===== src/include/lmnsr_params.svh =====
// offsets, field positions, reset values and codes of the lock monitor register bank
// assumes a 16-bit register address whose upper byte is the page and lower byte the in-page offset
`ifndef LMNSR_PARAMS_SVH
`define LMNSR_PARAMS_SVH

`define LMNSR_ADDR_W        16
`define LMNSR_PPM_W         17
`define LMNSR_LEN_W         29

`define LMNSR_OFS_DET_ON    16'h009A
`define LMNSR_OFS_VALWIN    16'h009D
`define LMNSR_OFS_SET_THR   16'h009E
`define LMNSR_OFS_CLR_THR   16'h00A0
`define LMNSR_OFS_TIMER     16'h00A2
`define LMNSR_OFS_DELAY0    16'h00A9
`define LMNSR_OFS_DELAY1    16'h00AA
`define LMNSR_OFS_DELAY2    16'h00AB
`define LMNSR_OFS_DELAY3    16'h00AC
`define LMNSR_OFS_BANK_CNT  16'h00E2
`define LMNSR_OFS_BURN      16'h00E3
`define LMNSR_OFS_RELOAD    16'h00E4
`define LMNSR_OFS_EXT_EN    16'h00E5
`define LMNSR_OFS_EXT0      16'h00EA
`define LMNSR_OFS_EXT1      16'h00EB
`define LMNSR_OFS_EXT2      16'h00EC
`define LMNSR_OFS_EXT3      16'h00ED
`define LMNSR_OFS_SUMMARY   16'h00F6
`define LMNSR_OFS_SYS_FLAGS 16'h00F7
`define LMNSR_OFS_IN_FLAGS  16'h00F8
`define LMNSR_OFS_LOCK_FLAGS 16'h00F9
`define LMNSR_OFS_OUT_KILL  16'h0102
`define LMNSR_OFS_IRQ_STAT  16'h0104
`define LMNSR_OFS_IRQ_MASK  16'h0105
`define LMNSR_READY_LOW     8'hFE

`define LMNSR_BIT_DET_ON    1
`define LMNSR_BIT_TIMER     1
`define LMNSR_BIT_RELOAD    0
`define LMNSR_BIT_EXT_EN    5
`define LMNSR_BIT_OUT_PASS  0

`define LMNSR_BURN_KEY      8'hC7
`define LMNSR_READY_VAL     8'h0F
`define LMNSR_NOT_READY     8'h00
`define LMNSR_BANKS_0       8'h00
`define LMNSR_BANKS_1       8'h03
`define LMNSR_BANKS_2       8'h0F
`define LMNSR_BANKS_3       8'h3F
`define LMNSR_MAX_BURNS     2'h3
`define LMNSR_EXT_EN_RST    1'b1
`define LMNSR_OUT_PASS_RST  1'b0
`define LMNSR_MAX_CODE      4'hA

`endif


===== src/include/lmnsr_pkg.sv =====
// types shared by the lock monitor register bank and its threshold decoder
// assumes lmnsr_params.svh is on the include path
`include "lmnsr_params.svh"

package lmnsr_pkg;

    typedef enum logic [1:0] {LMNSR_IDLE, LMNSR_BURNING, LMNSR_RELOADING} lmnsr_nvm_e_t;

    // one bundle of fault flags, as seen on the pins and in the flag bytes
    typedef struct packed {
        logic       holdover;
        logic       unlock;
        logic [3:0] freq_fault;
        logic [3:0] missing;
        logic [4:0] sys;
    } lmnsr_fault_t;

    typedef struct packed {
        logic                     detector_on;
        logic [1:0]               value_window;
        logic [3:0]               set_code;
        logic [3:0]               clear_code;
        logic                     timer_on;
        logic [`LMNSR_LEN_W-1:0]  clear_delay;
        logic                     extend_on;
        logic [`LMNSR_LEN_W-1:0]  extend_len;
        logic                     out_pass;
    } lmnsr_cfg_t;

endpackage : lmnsr_pkg


===== src/hdl/lmnsr_regs.sv =====
// lock monitor, nonvolatile memory control and status register bank
// assumes a same-clock register port and a same-clock nonvolatile memory engine; fault flags are async pins
//
// Overview of operation
// - set threshold upper nibble codes 0..10 select 0.1 to 10000 ppm logarithmically
// - clear threshold upper nibble uses the same code table as set threshold
// - timer enable bit 1 switches the lock-loss timer on or off
// - bank write count reads 0, 3, 15, 63 for zero to three burns
// - writing 0xC7 to the burn command register starts a bank burn until three burns are done
// - setting reload bit 0 copies nonvolatile contents into the configuration
// - extend enable bit 5 keeps wide bandwidth past lock clear, resets to 1
// - extension length is 29 bits over four bytes, low byte first
// - device ready byte reads 0x0F only when registers are safe to access
// - device ready byte appears at the same offset on every page
// - global output bit 0 low forces all drivers off, high passes enables
// - detector enable bit 1 turns the slow detector on; the timer enable acts only then
`timescale 1ns/10ps

module lmnsr_regs
    import lmnsr_pkg::*;
#(
    parameter int NUM_OUTPUTS = 10
)
(
    // clock and reset
    input  wire logic                      ref_clk,
    input  wire logic                      reset,
    // register port
    input  wire logic [`LMNSR_ADDR_W-1:0]  reg_addr,
    input  wire logic [7:0]                reg_wdata,
    input  wire logic                      reg_wr,
    input  wire logic                      reg_rd,
    output logic      [7:0]                reg_rdata,
    // nonvolatile memory engine
    output logic                           nvm_burn_start,
    input  wire logic                      nvm_burn_done,
    output logic                           nvm_reload_start,
    input  wire logic                      nvm_load_valid,
    input  wire logic [`LMNSR_ADDR_W-1:0]  nvm_load_addr,
    input  wire logic [7:0]                nvm_load_data,
    input  wire logic                      nvm_reload_done,
    // fault flag pins
    input  wire lmnsr_fault_t              fault_in,
    // loop settings
    output logic                           slow_unlock_detector_on,
    output logic                           unlock_timer_on,
    output logic      [1:0]                value_window,
    output logic      [`LMNSR_PPM_W-1:0]   set_threshold_tenth_ppm,
    output logic      [`LMNSR_PPM_W-1:0]   clear_threshold_tenth_ppm,
    output logic      [`LMNSR_LEN_W-1:0]   unlock_clear_delay,
    output logic                           fast_acquire_extend_on,
    output logic      [`LMNSR_LEN_W-1:0]   fast_acquire_extend_len,
    // output drivers
    input  wire logic [NUM_OUTPUTS-1:0]    drv_enable_in,
    output logic      [NUM_OUTPUTS-1:0]    drv_enable_out,
    // interrupt
    output logic                           irq
);

    typedef struct packed {
        lmnsr_cfg_t              cfg;
        lmnsr_nvm_e_t            nvm;
        logic [1:0]              burns;
        logic                    reload_req;
        logic                    burn_start;
        logic                    reload_start;
        logic                    timer_active;
        logic [`LMNSR_PPM_W-1:0] set_ppm;
        logic [`LMNSR_PPM_W-1:0] clear_ppm;
        lmnsr_fault_t            flag_meta;
        lmnsr_fault_t            flag_sync;
        lmnsr_fault_t            flag_prev;
        logic [3:0]              irq_status;
        logic [3:0]              irq_mask;
        logic [7:0]              rd_data;
    } lmnsr_state_t;

    lmnsr_state_t            st;
    lmnsr_state_t            next_st;
    logic [`LMNSR_PPM_W-1:0] set_dec;
    logic [`LMNSR_PPM_W-1:0] clear_dec;
    logic [2:0]              summary;
    logic [7:0]              sys_byte;
    logic [7:0]              lock_byte;
    logic                    idle;

    // decoders read the next configuration so the decoded thresholds are registered
    lmnsr_ppm_decode u_set_decode
    (
        .code      (next_st.cfg.set_code),
        .tenth_ppm (set_dec)
    );

    lmnsr_ppm_decode u_clear_decode
    (
        .code      (next_st.cfg.clear_code),
        .tenth_ppm (clear_dec)
    );

    function automatic lmnsr_cfg_t cfg_write(lmnsr_cfg_t c, logic [`LMNSR_ADDR_W-1:0] a, logic [7:0] d);
        lmnsr_cfg_t r;
        r = c;
        if (a == `LMNSR_OFS_DET_ON)
            r.detector_on = d[`LMNSR_BIT_DET_ON];
        else if (a == `LMNSR_OFS_VALWIN)
            r.value_window = d[3:2];
        else if (a == `LMNSR_OFS_SET_THR)
            r.set_code = d[7:4];
        else if (a == `LMNSR_OFS_CLR_THR)
            r.clear_code = d[7:4];
        else if (a == `LMNSR_OFS_TIMER)
            r.timer_on = d[`LMNSR_BIT_TIMER];
        else if (a == `LMNSR_OFS_DELAY0)
            r.clear_delay[7:0] = d;
        else if (a == `LMNSR_OFS_DELAY1)
            r.clear_delay[15:8] = d;
        else if (a == `LMNSR_OFS_DELAY2)
            r.clear_delay[23:16] = d;
        else if (a == `LMNSR_OFS_DELAY3)
            r.clear_delay[28:24] = d[4:0];
        else if (a == `LMNSR_OFS_EXT_EN)
            r.extend_on = d[`LMNSR_BIT_EXT_EN];
        else if (a == `LMNSR_OFS_EXT0)
            r.extend_len[7:0] = d;
        else if (a == `LMNSR_OFS_EXT1)
            r.extend_len[15:8] = d;
        else if (a == `LMNSR_OFS_EXT2)
            r.extend_len[23:16] = d;
        else if (a == `LMNSR_OFS_EXT3)
            r.extend_len[28:24] = d[4:0];
        else if (a == `LMNSR_OFS_OUT_KILL)
            r.out_pass = d[`LMNSR_BIT_OUT_PASS];
        return r;
    endfunction : cfg_write

    always_comb
    begin
        idle      = (st.nvm == LMNSR_IDLE);
        sys_byte  = {2'h0, st.flag_sync.sys[4:3], 1'b0, st.flag_sync.sys[2:0]};
        lock_byte = {2'h0, st.flag_sync.holdover, 3'h0, st.flag_sync.unlock, 1'b0};
        summary   = {|lock_byte, |{st.flag_sync.freq_fault, st.flag_sync.missing}, |sys_byte};
    end

    always_comb
    begin
        next_st              = st;
        next_st.burn_start   = 1'b0;
        next_st.reload_start = 1'b0;
        next_st.flag_meta    = fault_in;
        next_st.flag_sync    = st.flag_meta;
        next_st.flag_prev    = st.flag_sync;

        // configuration writes are ignored while the memory engine owns the registers
        if (reg_wr && idle)
            next_st.cfg = cfg_write(st.cfg, reg_addr, reg_wdata);

        case (st.nvm)
            LMNSR_IDLE:
            begin
                if (reg_wr && reg_addr == `LMNSR_OFS_BURN && reg_wdata == `LMNSR_BURN_KEY
                    && st.burns != `LMNSR_MAX_BURNS)
                begin
                    next_st.burn_start = 1'b1;
                    next_st.nvm        = LMNSR_BURNING;
                end
                else if (reg_wr && reg_addr == `LMNSR_OFS_RELOAD && reg_wdata[`LMNSR_BIT_RELOAD])
                begin
                    next_st.reload_req   = 1'b1;
                    next_st.reload_start = 1'b1;
                    next_st.nvm          = LMNSR_RELOADING;
                end
            end
            LMNSR_BURNING:
            begin
                if (nvm_burn_done)
                begin
                    next_st.burns = st.burns + 2'h1;
                    next_st.nvm   = LMNSR_IDLE;
                end
            end
            LMNSR_RELOADING:
            begin
                if (nvm_load_valid)
                    next_st.cfg = cfg_write(st.cfg, nvm_load_addr, nvm_load_data);
                if (nvm_reload_done)
                begin
                    next_st.reload_req = 1'b0;
                    next_st.nvm        = LMNSR_IDLE;
                end
            end
            default:
                next_st.nvm = LMNSR_IDLE;
        endcase

        // the timer enable only reaches the loop while the slow detector is on
        next_st.timer_active = next_st.cfg.timer_on && next_st.cfg.detector_on;
        next_st.set_ppm      = set_dec;
        next_st.clear_ppm    = clear_dec;

        if (reg_wr && reg_addr == `LMNSR_OFS_IRQ_MASK)
            next_st.irq_mask = reg_wdata[3:0];
        // clear first, so that an event in the same cycle wins over the clear
        if (reg_wr && reg_addr == `LMNSR_OFS_IRQ_STAT)
            next_st.irq_status = st.irq_status & ~reg_wdata[3:0];
        if (st.nvm == LMNSR_BURNING && nvm_burn_done)
            next_st.irq_status[0] = 1'b1;
        if (st.nvm == LMNSR_RELOADING && nvm_reload_done)
            next_st.irq_status[1] = 1'b1;
        if (st.flag_sync.unlock && !st.flag_prev.unlock)
            next_st.irq_status[2] = 1'b1;
        if (|(st.flag_sync & ~st.flag_prev))
            next_st.irq_status[3] = 1'b1;

        next_st.rd_data = 8'h00;
        if (reg_rd)
        begin
            // the ready byte is decoded on the low byte only, so it answers on any page
            if (reg_addr[7:0] == `LMNSR_READY_LOW)
                next_st.rd_data = idle ? `LMNSR_READY_VAL : `LMNSR_NOT_READY;
            else if (reg_addr == `LMNSR_OFS_DET_ON)
                next_st.rd_data = 8'(st.cfg.detector_on) << `LMNSR_BIT_DET_ON;
            else if (reg_addr == `LMNSR_OFS_VALWIN)
                next_st.rd_data = {4'h0, st.cfg.value_window, 2'h0};
            else if (reg_addr == `LMNSR_OFS_SET_THR)
                next_st.rd_data = {st.cfg.set_code, 4'h0};
            else if (reg_addr == `LMNSR_OFS_CLR_THR)
                next_st.rd_data = {st.cfg.clear_code, 4'h0};
            else if (reg_addr == `LMNSR_OFS_TIMER)
                next_st.rd_data = 8'(st.cfg.timer_on) << `LMNSR_BIT_TIMER;
            else if (reg_addr == `LMNSR_OFS_DELAY0)
                next_st.rd_data = st.cfg.clear_delay[7:0];
            else if (reg_addr == `LMNSR_OFS_DELAY1)
                next_st.rd_data = st.cfg.clear_delay[15:8];
            else if (reg_addr == `LMNSR_OFS_DELAY2)
                next_st.rd_data = st.cfg.clear_delay[23:16];
            else if (reg_addr == `LMNSR_OFS_DELAY3)
                next_st.rd_data = {3'h0, st.cfg.clear_delay[28:24]};
            else if (reg_addr == `LMNSR_OFS_BANK_CNT)
            begin
                case (st.burns)
                    2'h0:    next_st.rd_data = `LMNSR_BANKS_0;
                    2'h1:    next_st.rd_data = `LMNSR_BANKS_1;
                    2'h2:    next_st.rd_data = `LMNSR_BANKS_2;
                    default: next_st.rd_data = `LMNSR_BANKS_3;
                endcase
            end
            else if (reg_addr == `LMNSR_OFS_RELOAD)
                next_st.rd_data = 8'(st.reload_req) << `LMNSR_BIT_RELOAD;
            else if (reg_addr == `LMNSR_OFS_EXT_EN)
                next_st.rd_data = 8'(st.cfg.extend_on) << `LMNSR_BIT_EXT_EN;
            else if (reg_addr == `LMNSR_OFS_EXT0)
                next_st.rd_data = st.cfg.extend_len[7:0];
            else if (reg_addr == `LMNSR_OFS_EXT1)
                next_st.rd_data = st.cfg.extend_len[15:8];
            else if (reg_addr == `LMNSR_OFS_EXT2)
                next_st.rd_data = st.cfg.extend_len[23:16];
            else if (reg_addr == `LMNSR_OFS_EXT3)
                next_st.rd_data = {3'h0, st.cfg.extend_len[28:24]};
            else if (reg_addr == `LMNSR_OFS_SUMMARY)
                next_st.rd_data = {5'h00, summary};
            else if (reg_addr == `LMNSR_OFS_SYS_FLAGS)
                next_st.rd_data = sys_byte;
            else if (reg_addr == `LMNSR_OFS_IN_FLAGS)
                next_st.rd_data = {st.flag_sync.freq_fault, st.flag_sync.missing};
            else if (reg_addr == `LMNSR_OFS_LOCK_FLAGS)
                next_st.rd_data = lock_byte;
            else if (reg_addr == `LMNSR_OFS_OUT_KILL)
                next_st.rd_data = 8'(st.cfg.out_pass) << `LMNSR_BIT_OUT_PASS;
            else if (reg_addr == `LMNSR_OFS_IRQ_STAT)
                next_st.rd_data = {4'h0, st.irq_status};
            else if (reg_addr == `LMNSR_OFS_IRQ_MASK)
                next_st.rd_data = {4'h0, st.irq_mask};
        end
    end

    always_ff @(posedge ref_clk)
    begin
        if (reset)
        begin
            st               <= '0;
            st.nvm           <= LMNSR_IDLE;
            st.cfg.extend_on <= `LMNSR_EXT_EN_RST;
            st.cfg.out_pass  <= `LMNSR_OUT_PASS_RST;
            st.set_ppm       <= 17'h00001;
            st.clear_ppm     <= 17'h00001;
        end
        else
            st <= next_st;
    end

    assign reg_rdata                 = st.rd_data;
    assign nvm_burn_start            = st.burn_start;
    assign nvm_reload_start          = st.reload_start;
    assign slow_unlock_detector_on   = st.cfg.detector_on;
    assign unlock_timer_on           = st.timer_active;
    assign value_window              = st.cfg.value_window;
    assign set_threshold_tenth_ppm   = st.set_ppm;
    assign clear_threshold_tenth_ppm = st.clear_ppm;
    assign unlock_clear_delay        = st.cfg.clear_delay;
    assign fast_acquire_extend_on    = st.cfg.extend_on;
    assign fast_acquire_extend_len   = st.cfg.extend_len;
    // kept combinational so a driver enable change is not delayed a cycle
    assign drv_enable_out            = drv_enable_in & {NUM_OUTPUTS{st.cfg.out_pass}};
    assign irq                       = |(st.irq_status & st.irq_mask);

    property p_set_decode;
        @(posedge ref_clk) disable iff (reset)
        (st.cfg.set_code == 4'h4) |-> (set_threshold_tenth_ppm == 17'h00064);
    endproperty
    a_set_decode: assert property (p_set_decode) else $error("set code 4 is not 10 ppm");

    property p_clear_decode;
        @(posedge ref_clk) disable iff (reset)
        (st.cfg.clear_code == 4'hA) |-> (clear_threshold_tenth_ppm == 17'h186A0);
    endproperty
    a_clear_decode: assert property (p_clear_decode) else $error("clear code 10 is not 10000 ppm");

    property p_timer_gate;
        @(posedge ref_clk) disable iff (reset)
        unlock_timer_on |-> (st.cfg.timer_on && slow_unlock_detector_on);
    endproperty
    a_timer_gate: assert property (p_timer_gate) else $error("timer on without enable or detector");

    property p_bank_count;
        @(posedge ref_clk) disable iff (reset)
        (reg_rd && reg_addr == `LMNSR_OFS_BANK_CNT && st.burns == 2'h2) |=> (reg_rdata == 8'h0F);
    endproperty
    a_bank_count: assert property (p_bank_count) else $error("two burns do not read 15");

    property p_burn_start;
        @(posedge ref_clk) disable iff (reset)
        (reg_wr && reg_addr == `LMNSR_OFS_BURN && reg_wdata == 8'hC7 && idle && st.burns != 2'h3)
            |=> (nvm_burn_start ##1 !nvm_burn_start);
    endproperty
    a_burn_start: assert property (p_burn_start) else $error("burn key did not give one start pulse");

    property p_reload_start;
        @(posedge ref_clk) disable iff (reset)
        (reg_wr && reg_addr == `LMNSR_OFS_RELOAD && reg_wdata[0] && idle)
            |=> (nvm_reload_start && st.reload_req);
    endproperty
    a_reload_start: assert property (p_reload_start) else $error("reload bit did not start a copy");

    property p_reload_clear;
        @(posedge ref_clk) disable iff (reset)
        $fell(st.reload_req) |-> $past(nvm_reload_done);
    endproperty
    a_reload_clear: assert property (p_reload_clear) else $error("reload bit cleared without done");

    property p_extend_reset;
        @(posedge ref_clk)
        $fell(reset) |-> fast_acquire_extend_on;
    endproperty
    a_extend_reset: assert property (p_extend_reset) else $error("extend enable not 1 after reset");

    property p_extend_top;
        @(posedge ref_clk) disable iff (reset)
        (reg_wr && idle && reg_addr == `LMNSR_OFS_EXT3) |=> (fast_acquire_extend_len[28:24] == $past(reg_wdata[4:0]));
    endproperty
    a_extend_top: assert property (p_extend_top) else $error("extension top byte not in bits 28:24");

    property p_ready_busy;
        @(posedge ref_clk) disable iff (reset)
        (reg_rd && reg_addr[7:0] == 8'hFE && !idle) |=> (reg_rdata == 8'h00);
    endproperty
    a_ready_busy: assert property (p_ready_busy) else $error("ready byte shows 0x0F while busy");

    property p_ready_page;
        @(posedge ref_clk) disable iff (reset)
        (reg_rd && reg_addr[7:0] == 8'hFE && idle) |=> (reg_rdata == 8'h0F);
    endproperty
    a_ready_page: assert property (p_ready_page) else $error("ready byte missing on this page");

    property p_output_kill;
        @(posedge ref_clk) disable iff (reset)
        !st.cfg.out_pass |-> (drv_enable_out == '0);
    endproperty
    a_output_kill: assert property (p_output_kill) else $error("driver enabled while all outputs off");

    property p_summary;
        @(posedge ref_clk) disable iff (reset)
        (reg_rd && reg_addr == `LMNSR_OFS_SUMMARY) |=> (reg_rdata[0] == $past(|st.flag_sync.sys));
    endproperty
    a_summary: assert property (p_summary) else $error("summary bit 0 disagrees with system flags");

endmodule : lmnsr_regs


===== src/hdl/lmnsr_ppm_decode.sv =====
// threshold code to ppm decoder, result in tenths of a ppm
// assumes a 4-bit code; codes above ten saturate at the top step
`timescale 1ns/10ps

module lmnsr_ppm_decode
    import lmnsr_pkg::*;
(
    // code in, threshold out
    input  wire logic [3:0]              code,
    output logic      [`LMNSR_PPM_W-1:0] tenth_ppm
);

    logic [3:0]              step;
    logic [`LMNSR_PPM_W-1:0] decade;

    always_comb
    begin
        // unused codes 11..15 read as the widest threshold rather than zero
        step = (code > `LMNSR_MAX_CODE) ? `LMNSR_MAX_CODE : code;
        case (step[3:1])
            3'h0:    decade = 17'h00001;
            3'h1:    decade = 17'h0000A;
            3'h2:    decade = 17'h00064;
            3'h3:    decade = 17'h003E8;
            3'h4:    decade = 17'h02710;
            default: decade = 17'h186A0;
        endcase
        // odd codes sit at three times the decade: 0.1, 0.3, 1, 3 ...
        tenth_ppm = step[0] ? `LMNSR_PPM_W'(decade * 3) : decade;
    end

endmodule : lmnsr_ppm_decode


===== config.mk =====
export PLATFORM = sky130hd
export DESIGN_NAME = lmnsr_regs
export DESIGN_NICKNAME = d
export VERILOG_FILES = /design/src/include/lmnsr_pkg.sv /design/src/hdl/lmnsr_regs.sv /design/src/hdl/lmnsr_ppm_decode.sv
export VERILOG_INCLUDE_DIRS = /design/src /design/src/include
export SDC_FILE = /design/constraint.sdc
export NUM_CORES = 1
export LEC_CHECK = 0
export ABC_AREA = 1
export BUFFER_PORTS_ARGS = -buffer_cell sky130_fd_sc_hd__buf_2
export CAP_MARGIN = 20
export CORE_ASPECT_RATIO = 1.4
export CORE_MARGIN = 5
export CORE_UTILIZATION = 45
export CTS_CLUSTER_DIAMETER = 120
export DETAILED_ROUTE_END_ITERATION = 10
export GPL_TIMING_DRIVEN = 1
export PLACE_DENSITY = 0.67
export SLEW_MARGIN = 20
export SYNTH_ARGS = -nofsm -noshare
export SYNTH_HDL_FRONTEND = slang
export SYNTH_SLANG_ARGS = --single-unit

===== constraint.sdc =====
create_clock -name ref_clk -period 5.9 [get_ports ref_clk]
set_input_delay 1.18 -clock ref_clk [delete_from_list [all_inputs] [get_ports ref_clk]]
set_output_delay 1.18 -clock ref_clk [all_outputs]
set_load 0.01 [all_outputs]

# [After elaboration in Yosys (flattened, before gate mapping)]
# Index checks and enable logic that the tools add are counted.
[op_classes] add_sub_neg=1 multipliers=2 div=0 order_cmp=2 eq_ne=84 n_shift=0 muxes=121 bitwise_logic=8 n_reduce_logical=44
[op_table] operator="$eq 16x8->1 const B" n=35
[op_table] operator="$mux 8" n=32
[op_table] operator="$mux 31" n=8
[op_table] operator="$mux 72" n=3
[op_table] operator="$pmux 17 s5" n=2
[op_table] operator="$mux 71" n=2
[op_table] operator="$mux 69" n=2
[op_table] operator="$mux 65" n=2
[op_table] operator="$mux 61" n=2
[op_table] operator="$mux 60" n=2
[op_table] operator="$mux 21" n=4
[op_table] operator="$ne 3x3->1 const B" n=25
[op_table] operator="$eq 16x9->1 const B" n=4
[op_table] operator="$mux 30" n=2
[op_table] operator="$mux 13" n=4
[op_table] operator="$mux 4" n=12
[op_table] operator="$mux 5" n=8
[op_table] operator="$mul 17x2->17 const B" n=2
[op_table] operator="$mux 17" n=2
[op_table] operator="$mux 1" n=25
[op_table] operator="$pmux 6 s3" n=1
[op_table] operator="$eq 8x8->1 const B" n=2
[op_table] operator="$and 15x15->15" n=1
[op_table] operator="$not 15->15" n=1
[op_table] operator="42 further kinds" n=79
[word_totals] register_bits=175 latch_bits=0 ram_bits=0 romBits=0 input_bits=80 output_inout_bits=118 elab_cells=306 n_memories=0

# [Depth between registers and ports, before layout]
# Gate-level depths: netlist of the first run.
[depth] ltp_word=25 ltp_mapped=25 ltp_nobuf=25

# [Hierarchy]
# From an unflattened synthesis of the first run, not the netlist that was laid out.
[hier_totals] hier_cells=1496 hier_area_um2=10072.2
[by_module_without_submodules] mod="lmnsr_regs" instances=1 cells_per_inst=1394 area_per_inst_um2=9539.1 seq_area_each_um2=3503.4
[by_module_without_submodules] mod="lmnsr_ppm_decode" instances=2 cells_per_inst=51 area_per_inst_um2=266.5 seq_area_each_um2=0.0

# [Worst setup path before layout of the first run]
# No wires, ideal clock.
[synth_path] path_type="input to register" from="in nvm_load_addr[11]" to="reg st (netlist bit clear_threshold_tenth_ppm[8])" setup_time_ns=0.070 arrival_time_ns=3.930 t_required_ns=5.830 setup_slack_ns=1.900 stages=19 path_buffers=0 cell_sequence="nor2_1 -> nand2_1 -> nor2_2 -> nand3_1 -> a21oi_1 -> o21ai_0 -> nand2_2 -> nand3_1 -> nor2_1 -> ha_1 -> a21oi_1 -> inv_1 -> a31oi_1 -> o21ai_0 -> a21oi_1 -> nor2_1 -> nor3_1 -> nor2_1 -> a21oi_1"
[synth_via] elab_chain_len=13 word_cells_on_any_way=20 cone_classes="mul: 1; order compare: 1; eq/ne: 8; mux: 9; reduce/logical: 1"
[synth_rtl] item="start, declared" line="lmnsr_regs.sv:39" rtl="input wire logic [`LMNSR_ADDR_W-1:0] nvm_load_addr,"
[synth_rtl] item="$eq 16x8->1 (no source line)"
[synth_rtl] item="$mux 4" line="lmnsr_regs.sv:109" rtl="else if (a == `LMNSR_OFS_CLR_THR)"
[synth_rtl] item="$mux 65" line="lmnsr_regs.sv:107" rtl="else if (a == `LMNSR_OFS_SET_THR)"
[synth_rtl] item="$mux 69" line="lmnsr_regs.sv:105" rtl="else if (a == `LMNSR_OFS_VALWIN)"
[synth_rtl] item="$mux 71 (*)" line="lmnsr_regs.sv:103" rtl="if (a == `LMNSR_OFS_DET_ON)"
[synth_rtl] item="$mux 72 (*)" line="lmnsr_regs.sv:183" rtl="if (nvm_load_valid)"
[synth_rtl] item="$mux 72 (*)" line="lmnsr_regs.sv:157" rtl="case (st.nvm)"
[synth_rtl] item="$gt 4x4->1 (no source line)"
[synth_rtl] item="$mux 4 (*)" line="lmnsr_ppm_decode.sv:19" rtl="step = (code > `LMNSR_MAX_CODE) ? `LMNSR_MAX_CODE : code;"
[synth_rtl] item="$eq 3x3->1, or another cell as far along" line="lmnsr_ppm_decode.sv:20" rtl="case (step[3:1])"
[synth_rtl] item="$pmux 17 s5" line="lmnsr_ppm_decode.sv:20"
[synth_rtl] item="$mul 17x2->17" line="lmnsr_ppm_decode.sv:29" rtl="tenth_ppm = step[0] ? `LMNSR_PPM_W'(decade * 3) : decade;"
[synth_rtl] item="$mux 17 (*)" line="lmnsr_ppm_decode.sv:29"
[synth_rtl] item="end signal, assigned" line="lmnsr_regs.sv:288" rtl="st <= next_st;"
[synth_rtl] item="end, declared" line="lmnsr_regs.sv:78" rtl="lmnsr_state_t st;"
# Mark *: on every way between the ends. The rest lies on a longest branch, timed or not. The select of a mux whose other input is x is not followed.
# A chain may end at the register's enable or synchronous reset.

# [Worst setup path in the final report of the first run]
[layout_path] from="in reg_addr[11]" to="reg st (netlist bit clear_threshold_tenth_ppm[8])"
[layout_via] elab_chain_len=14 word_cells_on_any_way=21 cone_classes="mul: 1; order compare: 1; eq/ne: 8; mux: 10; reduce/logical: 1"
[layout_rtl] item="start, declared" line="lmnsr_regs.sv:29" rtl="input wire logic [`LMNSR_ADDR_W-1:0] reg_addr,"
[layout_rtl] item="$eq 16x8->1 (no source line)"
[layout_rtl] item="$mux 4" line="lmnsr_regs.sv:109"
[layout_rtl] item="$mux 65" line="lmnsr_regs.sv:107"
[layout_rtl] item="$mux 69" line="lmnsr_regs.sv:105"
[layout_rtl] item="$mux 71 (*)" line="lmnsr_regs.sv:103"
[layout_rtl] item="$mux 72 (*)" line="lmnsr_regs.sv:154" rtl="if (reg_wr && idle)"
[layout_rtl] item="$mux 72" line="lmnsr_regs.sv:183"
[layout_rtl] item="$mux 72 (*)" line="lmnsr_regs.sv:157"
[layout_rtl] item="$gt 4x4->1 (no source line)"
[layout_rtl] item="$mux 4 (*)" line="lmnsr_ppm_decode.sv:19"
[layout_rtl] item="$eq 3x3->1, or another cell as far along" line="lmnsr_ppm_decode.sv:20"
[layout_rtl] item="$pmux 17 s5" line="lmnsr_ppm_decode.sv:20"
[layout_rtl] item="$mul 17x2->17" line="lmnsr_ppm_decode.sv:29"
[layout_rtl] item="$mux 17 (*)" line="lmnsr_ppm_decode.sv:29"
# Mark *: on every way between the ends. The rest lies on a longest branch, timed or not.

==> results of run 1 <==
-- power groups by stage --
stage               clock network, mW  logic (mW)  registers (mW)
floorplan                           0      0.0861            1.22
detailed placement                  0       0.153            1.22
finish                           1.11       0.156            1.20
global route                     1.18       0.171            1.20
CTS                              1.14       0.154            1.20
global placement                    0       0.152            1.22
-- layout make-up --
cell class	count	area [µm²]	share of cell area, %
Clock inverter	13	126	1.13
Clock buffer	18	439	3.92
Tap cell	301	377	3.36
Sequential cell	174	3480	31.1
Multi-Input combinational cell	983	4920	43.9
Timing Repair Buffer	206	1060	9.42
Inverter	213	805	7.18
-- synthesized netlist by cell type, types with 2 or more instances --
master and count:
or2_2 2, dfxtp_1 174, o221ai_1 2, nor2_1 176, buf_2 7, a21oi_2 3
xnor2_1 2, nand3_1 65, clkinv_1 7, xor2_1 4, nor2_4 7, clkbuf_1 31
nand4_1 15, o22ai_1 9, nor3_2 2, o2111ai_1 3, inv_4 2, buf_4 104
nor2_2 4, nor3_1 37, a211oi_1 5, inv_2 15, a21oi_1 116, ha_1 13
nand3_2 2, nand2_1 277, a31oi_1 24, o21ai_0 125, a221oi_1 2, fa_1 2
nand2_2 9, nor4_1 21, inv_1 189, o211ai_1 24, o21ai_1 9, nand2_4 6
-- path summary, 6_finish.rpt --
kind / start / endpoint / slack [ps] / depth (start not counted)
setup reg to reg: st[101] / clear_threshold_tenth_ppm[8] / 2060 / 19
hold / removal: next_st[34] / next_st[19] / 400 / 2
hold reg to reg: next_st[34] / next_st[19] / 400 / 2
setup / recovery: reg_addr[11] / clear_threshold_tenth_ppm[8] / 1450 / 22
-- critical path: stages --
cell	delay, ps
buf_2	90
nor2_1	130
nand2_1	100
nor2_4	360
nand4_2	340
o21ai_0	240
nand2_1	60
o21ai_0	80
nand2_1	80
nand2_2	190
nand3_1	190
nor2_1	300
ha_1	330
a21oi_1	140
inv_1	50
a31oi_1	210
o21ai_0	140
a21oi_1	200
nor2_1	70
nor3_1	170
nor2_1	60
a21oi_1	120
-- flip-flops by register name, indices dropped and copies added (netlist names) --
name / cells
value_window: 2
unlock_timer_on: 1
clear_threshold_tenth_ppm: 17
slow_unlock_detector_on: 1
next_st: 28
nvm_burn_start: 1
reg_rdata: 8
fast_acquire_extend_on: 1
unlock_clear_delay: 29
st: 37
fast_acquire_extend_len: 29
lock_byte: 2
set_threshold_tenth_ppm: 17
nvm_reload_start: 1
-- logic make-up after synthesis --
group | count (synthesis)
fa+ha+maj | 15
other cells | 1
xor+xnor | 6
buf+inv | 356
flops | 174
compound gates | 332
simple gates | 629
-- through the flow --
stage	setup slack (ps)	cells	utilization (%)	power, mW
finish	1450	1908	50.1	2.47
global route	1070	1908	50.1	2.55
CTS	1530	1908	50.1	2.49
detailed placement	1060	1877	47.6	1.38
global placement	1150	1877	47.6	1.38
floorplan	1900	1513	-	1.31
-- metal layers --
| layer | share of wire [%] | vias up | wire length [µm] |
|---|---|---|---|
| li1 | - | 5022 | - |
| met1 | 38 | 4776 | 13500 |
| met2 | 50 | 429 | 18000 |
| met3 | 6.5 | 85 | 2310 |
| met4 | 5.2 | 2 | 1860 |
| met5 | 0.020 | - | 7 |
==> summary.md, run 1 <==
| Metric | Value |
|---|---|
| Die Span Y | `around 190 µm` |
| Core area | `roughly 22000 µm²` |
| # IOs | `~200` |
| Ys Warns | `0` |
| Count of pins over their slew limit | `0` |
| Synth async-reset ratio | `0%` |
| Gr busiest metal | `met2` |
| Num CTS Buffers | `17` |
| Most common cell after layout, fill and taps aside | `nand2_1` |
| Total net switching power | `approximately 0.63 mW` |
| Drt via density | `5.41` |
| Post-CTS Hold Buffers | `0` |
| Main combinational cell family by area after synthesis | `simple AND/OR/NAND/NOR gates` |
| Cell Area, Synth | `slightly above 10000 µm²` |
| Crit-path max FO | `17` |
| Area grow syn2layout | `10.6%` |
| Max clock buf depth | `2` |
| Clk_lat worst skew | `approximately 450 ps` |
| Syn avg cell area | `roughly 6.7 µm²` |
| Count of endpoints failing setup in the final report | `0` |
| Mean routed wirelength per cell | `~19 µm` |
| Die extent in x | `between 100 and 150 µm` |
| Final TNS setup | `0 ps` |
| Simple-gate portion of the synthesized area | `27.6%` |
| Row count | `65` |
| Number of flops mapped to enable cells by yosys | `0` |
| Synth Area in Compound Gates | `a little under a fifth` |
| Worst slew margin | `a little over a quarter` |
| Tmin final | `4450 ps` |
| Initial antenna violation count | `1` |
| Setup Fix Bufs, Post-CTS | `0` |
| Crit path launch type | `input pin` |
| DP Area | `approximately 11000 µm²` |
| Clock share of power | `between 40% and 50%` |
| PwrDens | `around 220 nW/µm²` |
| Largest net degree at the start of global routing | `100` |
| Drt total wl | `around 36000 µm` |
| Met2 usage in global routing | `48.6%` |
| Initial DRC count | `just under 1000` |
| Final ANT Viol Nets | `0` |
| Peak supply drop | `around 200 µV` |
| Htree depth | `4` |
| Comb pwr share | `approximately 6.3%` |
| Sequential Power Share | `48.5%` |
| GR Util met1 | `between 30% and 40%` |
| Vias after detailed routing | `approximately 10000` |
| GR Util All Layers | `27.5%` |
| Starting density of the core | `approximately 45%` |
| Mux cell area share after synthesis | `0%` |
| FMAX | `roughly 220 MHz` |
| Max-cap violation count | `0` |
| Yosys top cell by area | `dfxtp_1` |
| Residual DRC count | `0` |
| Placer Congestion | `1.02` |
| Pleak | `roughly 5.2 nW` |
| Die area | `25700 µm²` |
| GRT overflow | `0` |
| Most frequent cells in the layout | `nand2_1, buf_2, inv_1, nor2_1, dfxtp_1` |
| #FFs+latches synth | `approximately 170` |
| Share of layout cells above drive strength 1 | `between 10% and 20%` |
| CTS tree | `built` |
| HPWL after DPL | `27700 µm` |
| Sw Ratio | `approximately 26%` |
| Top cells by area, synth | `dfxtp_1, nand2_1, buf_4, inv_1, nor2_1` |
| IO buf count | `roughly 200` |
| Crit path kind | `in2reg` |
| Final instance area | `11200 µm²` |
| Main flop type after synthesis | `dfxtp_1` |
| Seq/Total Area, Yosys | `between 30 and 40%` |
| ANT cells | `0` |
| Hold Path Class | `reg2reg` |
| TritonCTS Sinks | `~170` |
| Fill cells | `2311` |
| Post-synth cell types | `54` |
| Slew @ Worst Pin | `~1100 ps` |
| Syn nets | `1608` |
| Critical Path RT | `roughly 6300 ps` |
| CTS Root Buffer Type | `clkbuf_16` |
| Post-route clock period utilization | `approximately three quarters` |
| Xor-xnor portion of the synthesized cell area | `less than 1%` |
| Synthesized instance count | `1513` |
| M3 GR Usage | `about 4.7%` |
| CTS clk-pin slew, worst paths | `about 70 ps` |
| Worst Setup End Kind | `flop` |
| First drt pass iteration count | `5` |
| Nets@finish | `1690` |
| Skew final | `slightly above 10 ps` |
| Crit path DAT | `4820 ps` |
| RSZ-0062 raised after global routing | `no` |
| Min Hold Slack | `approximately 400 ps` |
| Number of gates resized after CTS | `0` |
| Yosys top cell area share | `around 34%` |
| Post-Synth Adder-Cell Area | `under 10%` |
| First-pass GRT wire length | `~54000 µm` |
| Final hold violations | `0` |
| Internal power | `~1.8 mW` |
| Vias in the first global route | `a little under 10000` |
| Status | `complete, no violations` |
Note: power is estimated with default switching activity, not from simulation.
==> inputs of run 2 (changes only) <==
--- a/config.mk
+++ b/config.mk
@@ -15,7 +15,7 @@
 export CTS_CLUSTER_DIAMETER = 120
 export DETAILED_ROUTE_END_ITERATION = 10
 export GPL_TIMING_DRIVEN = 1
-export PLACE_DENSITY = 0.67
+export PLACE_DENSITY = 0.7
 export SLEW_MARGIN = 20
 export SYNTH_ARGS = -nofsm -noshare
 export SYNTH_HDL_FRONTEND = slang
==> constraint.sdc (replaced) <==
create_clock -name ref_clk -period 3.8 [get_ports ref_clk]
set_input_delay 0.76 -clock ref_clk [delete_from_list [all_inputs] [get_ports ref_clk]]
set_output_delay 0.76 -clock ref_clk [all_outputs]
set_load 0.01 [all_outputs]
==> run 2 against run 1 <==
The run now ends with design-rule violations left; register-to-register slack got worse by 1400 ps; core utilization rose by 1.6 points; total power rose by 55%; non-clock buffer count grew 47.
==> summary.md, run 2 (same netlist as run 1, synthesis figures left out) <==
| Metric | Value |
|---|---|
| Status | `finished with violations` |
| Failing checks | `design-rule violations` |
| Vias in the first global route | `between 9000 and 10000` |
| Final hold violations | `0` |
| CTS Root Buffer Type | `clkbuf_16` |
| Die area | `25700 µm²` |
| CTS clk-pin slew, worst paths | `about 70 ps` |
| Worst R2R Path Depth | `18` |
| Post-Layout Cell Count | `about 2000` |
| Peak supply drop | `~340 µV` |
| First-pass GRT wire length | `55100 µm` |
| RSZ-0062 raised after global routing | `no` |
| Count of endpoints failing setup in the final report | `0` |
| Crit-path max FO | `7` |
| Count of pins over their slew limit | `0` |
| Crit path kind | `in2reg` |
| Max clock buf depth | `2` |
| Largest net degree at the start of global routing | `112` |
| Reg2reg start | `st[102]` |
| Nets@finish | `between 1500 and 2000` |
| Mean routed wirelength per cell | `around 19 µm` |
| Most common cell after layout, fill and taps aside | `nand2_1` |
| Most frequent cells in the layout | `nand2_1, buf_2, inv_1, nor2_1, dfxtp_1` |
| Drt via density | `5.36` |
| Tmin final | `between 3000 and 4000 ps` |
| CTS tree | `built` |
| Worst Setup End Kind | `flop` |
| Hold Path Class | `reg2reg` |
| Die extent in x | `approximately 140 µm` |
| Placer Congestion | `about 1.1` |
| Max-cap violation count | `0` |
| Die Span Y | `~190 µm` |
| Clk_lat worst skew | `450 ps` |
| Share of layout cells above drive strength 1 | `around a fifth` |
| ANT cells | `0` |
| Final design utilization | `between 50 and 60%` |
| Cells on Worst Hold Path | `2` |
| Skew final | `approximately 8.4 ps` |
| Initial antenna violation count | `1` |
| Setup Fix Bufs, Post-CTS | `0` |
| Post-CTS Hold Buffers | `0` |
| Drt total wl | `~36000 µm` |
| IO buf count | `around 200` |
| Crit path launch type | `input pin` |
| Starting density of the core | `between 40% and 50%` |
| Worst Hold Launch | `next_st[43]` |
| Htree depth | `4` |
| GR Util All Layers | `about 28%` |
| Critical Path RT | `approximately 4100 ps` |
| FMAX | `slightly above 300 MHz` |
| Pleak | `about 5.5 nW` |
| HPWL after DPL | `between 20000 and 30000 µm` |
| Residual DRC count | `2` |
| PwrDens | `about 330 nW/µm²` |
| Slew @ Worst Pin | `789 ps` |
| Setup slack, reg-to-reg | `between 600 and 700 ps` |
| GRT overflow | `0` |
| Crit path DAT | `roughly 3700 ps` |
| Area grow syn2layout | `14.1%` |
| Reg with most FFs | `st` |
| Vias after detailed routing | `between 10000 and 15000` |
| TritonCTS Sinks | `between 150 and 200` |
| Max FFs per register | `37` |
| Number of gates resized after CTS | `0` |
| # IOs | `between 150 and 200` |
| First drt pass iteration count | `11` |
| Final TNS setup | `0 ps` |
| Core area | `between 20000 and 25000 µm²` |
| Row count | `65` |
| Placed insts | `1924` |
| Num CTS Buffers | `17` |
| Worst Hold End | `next_st[28]` |
| Worst slew margin | `approximately 47%` |
| Worst flop-to-flop path endpoint | `clear_threshold_tenth_ppm[8]` |
| Final ANT Viol Nets | `0` |
| Initial DRC count | `just over 900` |
| Post-route clock period utilization | `between 80% and 90%` |
run 2: cell types whose count changed in the layout (fill, tap and decap cells not counted), moves of 2 or more:
cell | previous run | this run
inv_6 | 6 | 4
clkinv_4 | 0 | 2
buf_4 | 10 | 55
inv_8 | 1 | 4
run 2: metrics by stage:
step | power [mW] | hold WS (ps) | cell area, µm² | worst slack (ps)
finish | 3.83 | 394 | 11600 | 485
detailed placement | 2.15 | 392 | 11000 | 62.0
global placement | 2.15 | 391 | 11000 | 127
floorplan | 2.03 | 388 | 10100 | 220
CTS | 3.85 | 397 | 11600 | 509
global route | 3.94 | 411 | 11600 | 157
run 2: per-layer routing:
metal / wire [µm] / share of wire [%] / track usage, % / vias to the layer above
li1: - / - / - / 5104
met3: 2840 / 7.8 / 5.53 / 124
met2: 18100 / 50 / 48.5 / 513
met4: 2260 / 6.2 / 16.4 / 2
met5: 7 / 0.019 / 0 / -
met1: 13300 / 36 / 31.7 / 4742
run 2: final cells by class:
class                      count  area (µm²)
timing repair buffer         253        1430
multi-input combinational    983        4910
clock buffer                  18         439
inverter                     213         805
tap                          301         377
sequential                   174        3480
clock inverter                14         125
fill                        2269       10800
run 2: critical path: stages:
cell     delay, ps
buf_2           90
nor2_1         130
nand2_1        100
nor2_4         170
buf_4          170
inv_2           60
nor3_1         260
inv_1          140
nor2_4         220
inv_4           60
a21oi_2        120
nand2_1         90
nand2_4        120
nand2_1        100
nor2_1         220
ha_1           290
a21oi_1        240
nor2_1          70
o21ai_1        130
a21oi_1         70
run 2: worst max path at each step:
stage                                  from                      endpoint  slack, ps  depth (start not counted)
after floorplan           nvm_load_addr[11]  clear_threshold_tenth_ppm[8]        220                         19
final                          reg_addr[11]    set_threshold_tenth_ppm[6]        480                         20
after detailed placement       reg_addr[11]    set_threshold_tenth_ppm[6]         60                         20
after CTS                      reg_addr[11]    set_threshold_tenth_ppm[6]        510                         20
after global routing           reg_addr[13]  clear_threshold_tenth_ppm[8]        160                         22
after global placement         reg_addr[15]  clear_threshold_tenth_ppm[5]        130                         18
run 2: report_power, final:
part	switching, mW	total, mW	internal (mW)
Clock	0.836	1.72	0.880
Sequential	0.0109	1.86	1.85
Combinational	0.173	0.256	0.0832
==> inputs of run 3 (changes only) <==
--- a/config.mk
+++ b/config.mk
@@ -19,4 +19,5 @@
 export SLEW_MARGIN = 20
 export SYNTH_ARGS = -nofsm -noshare
 export SYNTH_HDL_FRONTEND = slang
+export SYNTH_HIERARCHICAL = 1
 export SYNTH_SLANG_ARGS = --single-unit
==> run 3 against run 2 <==
The run now ends clean; sequential power about the same; hold slack better by 4.9 ps; synthesized cell count is 1.1% lower; critical path depth rose by 3; non-clock buffer count decreased by 34; via count is 3.9% lower; synthesized area down 0.63%; clock skew is 1.8 ps lower; final cell count is 2.7% lower; count of clock-buffer cells in the layout decreased by 1; clock power rose by 12%; critical path type unchanged.
==> summary.md, run 3 <==
| Metric | Value |
|---|---|
| Residual DRC count | `0` |
| Critical Path RT | `between 4000 and 5000 ps` |
| Htree depth | `4` |
| Final worst slack | `approximately 440 ps` |
| Syn avg cell area | `about 6.7 µm²` |
| Pleak | `5.52 nW` |
| Ys Warns | `6` |
| First-pass GRT wire length | `49900 µm` |
| Clk_lat worst skew | `around 440 ps` |
| Number of flops mapped to enable cells by yosys | `0` |
| Worst flop-to-flop path endpoint | `clear_threshold_tenth_ppm[4]` |
| Tmin final | `~3400 ps` |
| Final design utilization | `51.6%` |
| Vias in the first global route | `approximately 9600` |
| Syn nets | `1585` |
| Slew @ Worst Pin | `690 ps` |
| Post-route clock period utilization | `approximately nine tenths` |
| Worst Setup End Kind | `flop` |
| Count of endpoints failing setup in the final report | `0` |
| Peak supply drop | `302 µV` |
| Setup slack, reg-to-reg | `640 ps` |
| GR Util All Layers | `24.8%` |
| Worst slew margin | `about 54%` |
| Status | `complete, no violations` |
| Skew final | `around 6.6 ps` |
| Drt total wl | `between 30000 and 40000 µm` |
| Reg with most FFs | `st` |
| TritonCTS Sinks | `approximately 180` |
| Synthesized instance count | `1496` |
| DP Area | `10700 µm²` |
| Most instantiated cells after synthesis | `nand2_1, inv_1, nor2_1` |
| Cell Area, Synth | `a little over 10000 µm²` |
| Critical Path End | `clear_threshold_tenth_ppm[4]` |
| Num CTS Buffers | `17` |
| First drt pass iteration count | `6` |
| Count of pins over their slew limit | `0` |
| Post-synth cell types | `52` |
| Initial DRC count | `roughly 1100` |
| IO buf count | `between 150 and 200` |
| Hold Path Class | `reg2reg` |
| Worst R2R Path Depth | `19` |
| #FFs+latches synth | `between 150 and 200` |
| Core area | `approximately 22000 µm²` |
| Main flop type after synthesis | `dfxtp_1` |
| Initial antenna violation count | `3` |
| CTS clk-pin slew, worst paths | `roughly 70 ps` |
| Max clock buf depth | `2` |
| Crit-path max FO | `8` |
| Die Span Y | `around 190 µm` |
| Crit path kind | `in2reg` |
| Final instance area | `~11000 µm²` |
| Reg2reg start | `st[101]` |
| # IOs | `198` |
| Seq/Total Area, Yosys | `between 30% and 40%` |
| Row count | `64` |
| Mean routed wirelength per cell | `approximately 17 µm` |
| Most common cell after layout, fill and taps aside | `nand2_1` |
| Largest net degree at the start of global routing | `75` |
| RSZ-0062 raised after global routing | `no` |
| Nets@finish | `1682` |
| Most frequent cells in the layout | `nand2_1, inv_1, nor2_1, buf_2, dfxtp_1` |
| Synth async-reset ratio | `0%` |
| Placer Congestion | `around 1` |
| Place WS | `6.04 ps` |
| Number of gates resized after CTS | `0` |
| Critical Path Source | `reg_addr[15]` |
| Area grow syn2layout | `12.4%` |
| CTS tree | `built` |
| Setup Fix Bufs, Post-CTS | `0` |
| Drt via density | `about 5.3` |
| PwrDens | `between 300 and 400 nW/µm²` |
| Vias after detailed routing | `10100` |
| Share of layout cells above drive strength 1 | `slightly above 20%` |
| Final total power | `between 4 and 5 mW` |
| FMAX | `approximately 300 MHz` |
| Yosys top cell by area | `dfxtp_1` |
| Post-CTS Hold Buffers | `0` |
| Yosys top cell area share | `between 30% and 40%` |
| Max FFs per register | `38` |
| Top cells by area, synth | `dfxtp_1, nand2_1, inv_1, nor2_1, buf_4` |
| GRT overflow | `0` |
| Crit path DAT | `~3700 ps` |
| Final hold violations | `0` |
| Die area | `25500 µm²` |
| Most frequent cell after synthesis | `nand2_1` |
| Final TNS setup | `0 ps` |
| Starting density of the core | `a little under half` |
| CTS Root Buffer Type | `clkbuf_16` |
| HPWL after DPL | `between 20000 and 25000 µm` |
| Final ANT Viol Nets | `0` |
| Die extent in x | `approximately 140 µm` |
| Max-cap violation count | `0` |
| Crit path launch type | `input pin` |
## run 3: power by group
group | internal [mW] | switching, mW | total (mW)
clock | 1.12 | 0.800 | 1.92
sequential | 1.85 | 0.00699 | 1.86
combinational | 0.0671 | 0.151 | 0.218
## run 3: cells by family (layout without fill, tap and decap cells)
group / count (synthesis) / count (layout) / synth area share, %
other: 2 / 3 / 0.0746
AO/OA/AOI/OAI: 311 / 311 / 17.9
buffers and inverters: 387 / 497 / 18.4
XOR/XNOR: 4 / 4 / 0.348
AND/OR/NAND/NOR: 600 / 600 / 26.5
multiplexers: 8 / 8 / 0.894
flip-flops: 175 / 175 / 34.8
adder cells (fa/ha/maj): 9 / 9 / 1.12
## run 3: area by class of cell
cell class              count  area [µm²]
flip-flops and latches    175        3500
repair buffers            219        1150
fillers                  2325       10600
clock buffers              17         425
multi-input cells         934        4720
inverters                 246         925
diodes                      1        2.50
well taps                 297         372
clock inverters            15         219
## run 3: worst max-delay path: stages
cell      delay, ps
buf_2            80
nor2_1           40
nand2_1         120
nor2_4           80
inv_2           180
nor3_4           60
nor2_2          130
nand2_1         100
nor2_2          120
clkinv_2         80
nor3_2          250
mux2_2          370
o21ai_1         160
inv_1           120
inv_2           130
nand3_2         110
nand2_1         150
ha_1            270
xor2_1          170
nand3_1          70
nand2_1          50
inv_1            40
nor2_1           30
## run 3: how the worst min path moves through the flow
| stage | start | end | slack (ps) | cells after the start |
|---|---|---|---|---|
| final | next_st[34] | next_st[19] | 400 | 2 |
| after global routing | next_st[32] | next_st[17] | 420 | 2 |
| after CTS | next_st[34] | next_st[19] | 400 | 2 |
| after detailed placement | next_st[40] | next_st[25] | 390 | 2 |
| after global placement | next_st[34] | next_st[19] | 390 | 2 |
| after floorplan | next_st[44] | lock_byte[1] | 390 | 2 |
## run 3: stage by stage
step / cells / hold slack, ps
detailed placement: 1871 / 393
global route: 1904 / 419
CTS: 1903 / 402
global placement: 1871 / 392
floorplan: 1496 / 388
finish: 1904 / 399
## run 3: per-layer routing
layer	routed length (µm)	vias up	track usage [%]
li1	-	4935	-
met1	12000	4568	28.3
met2	15000	444	41.4
met3	2630	129	5.11
met4	2280	4	16.3
met5	21	-	0
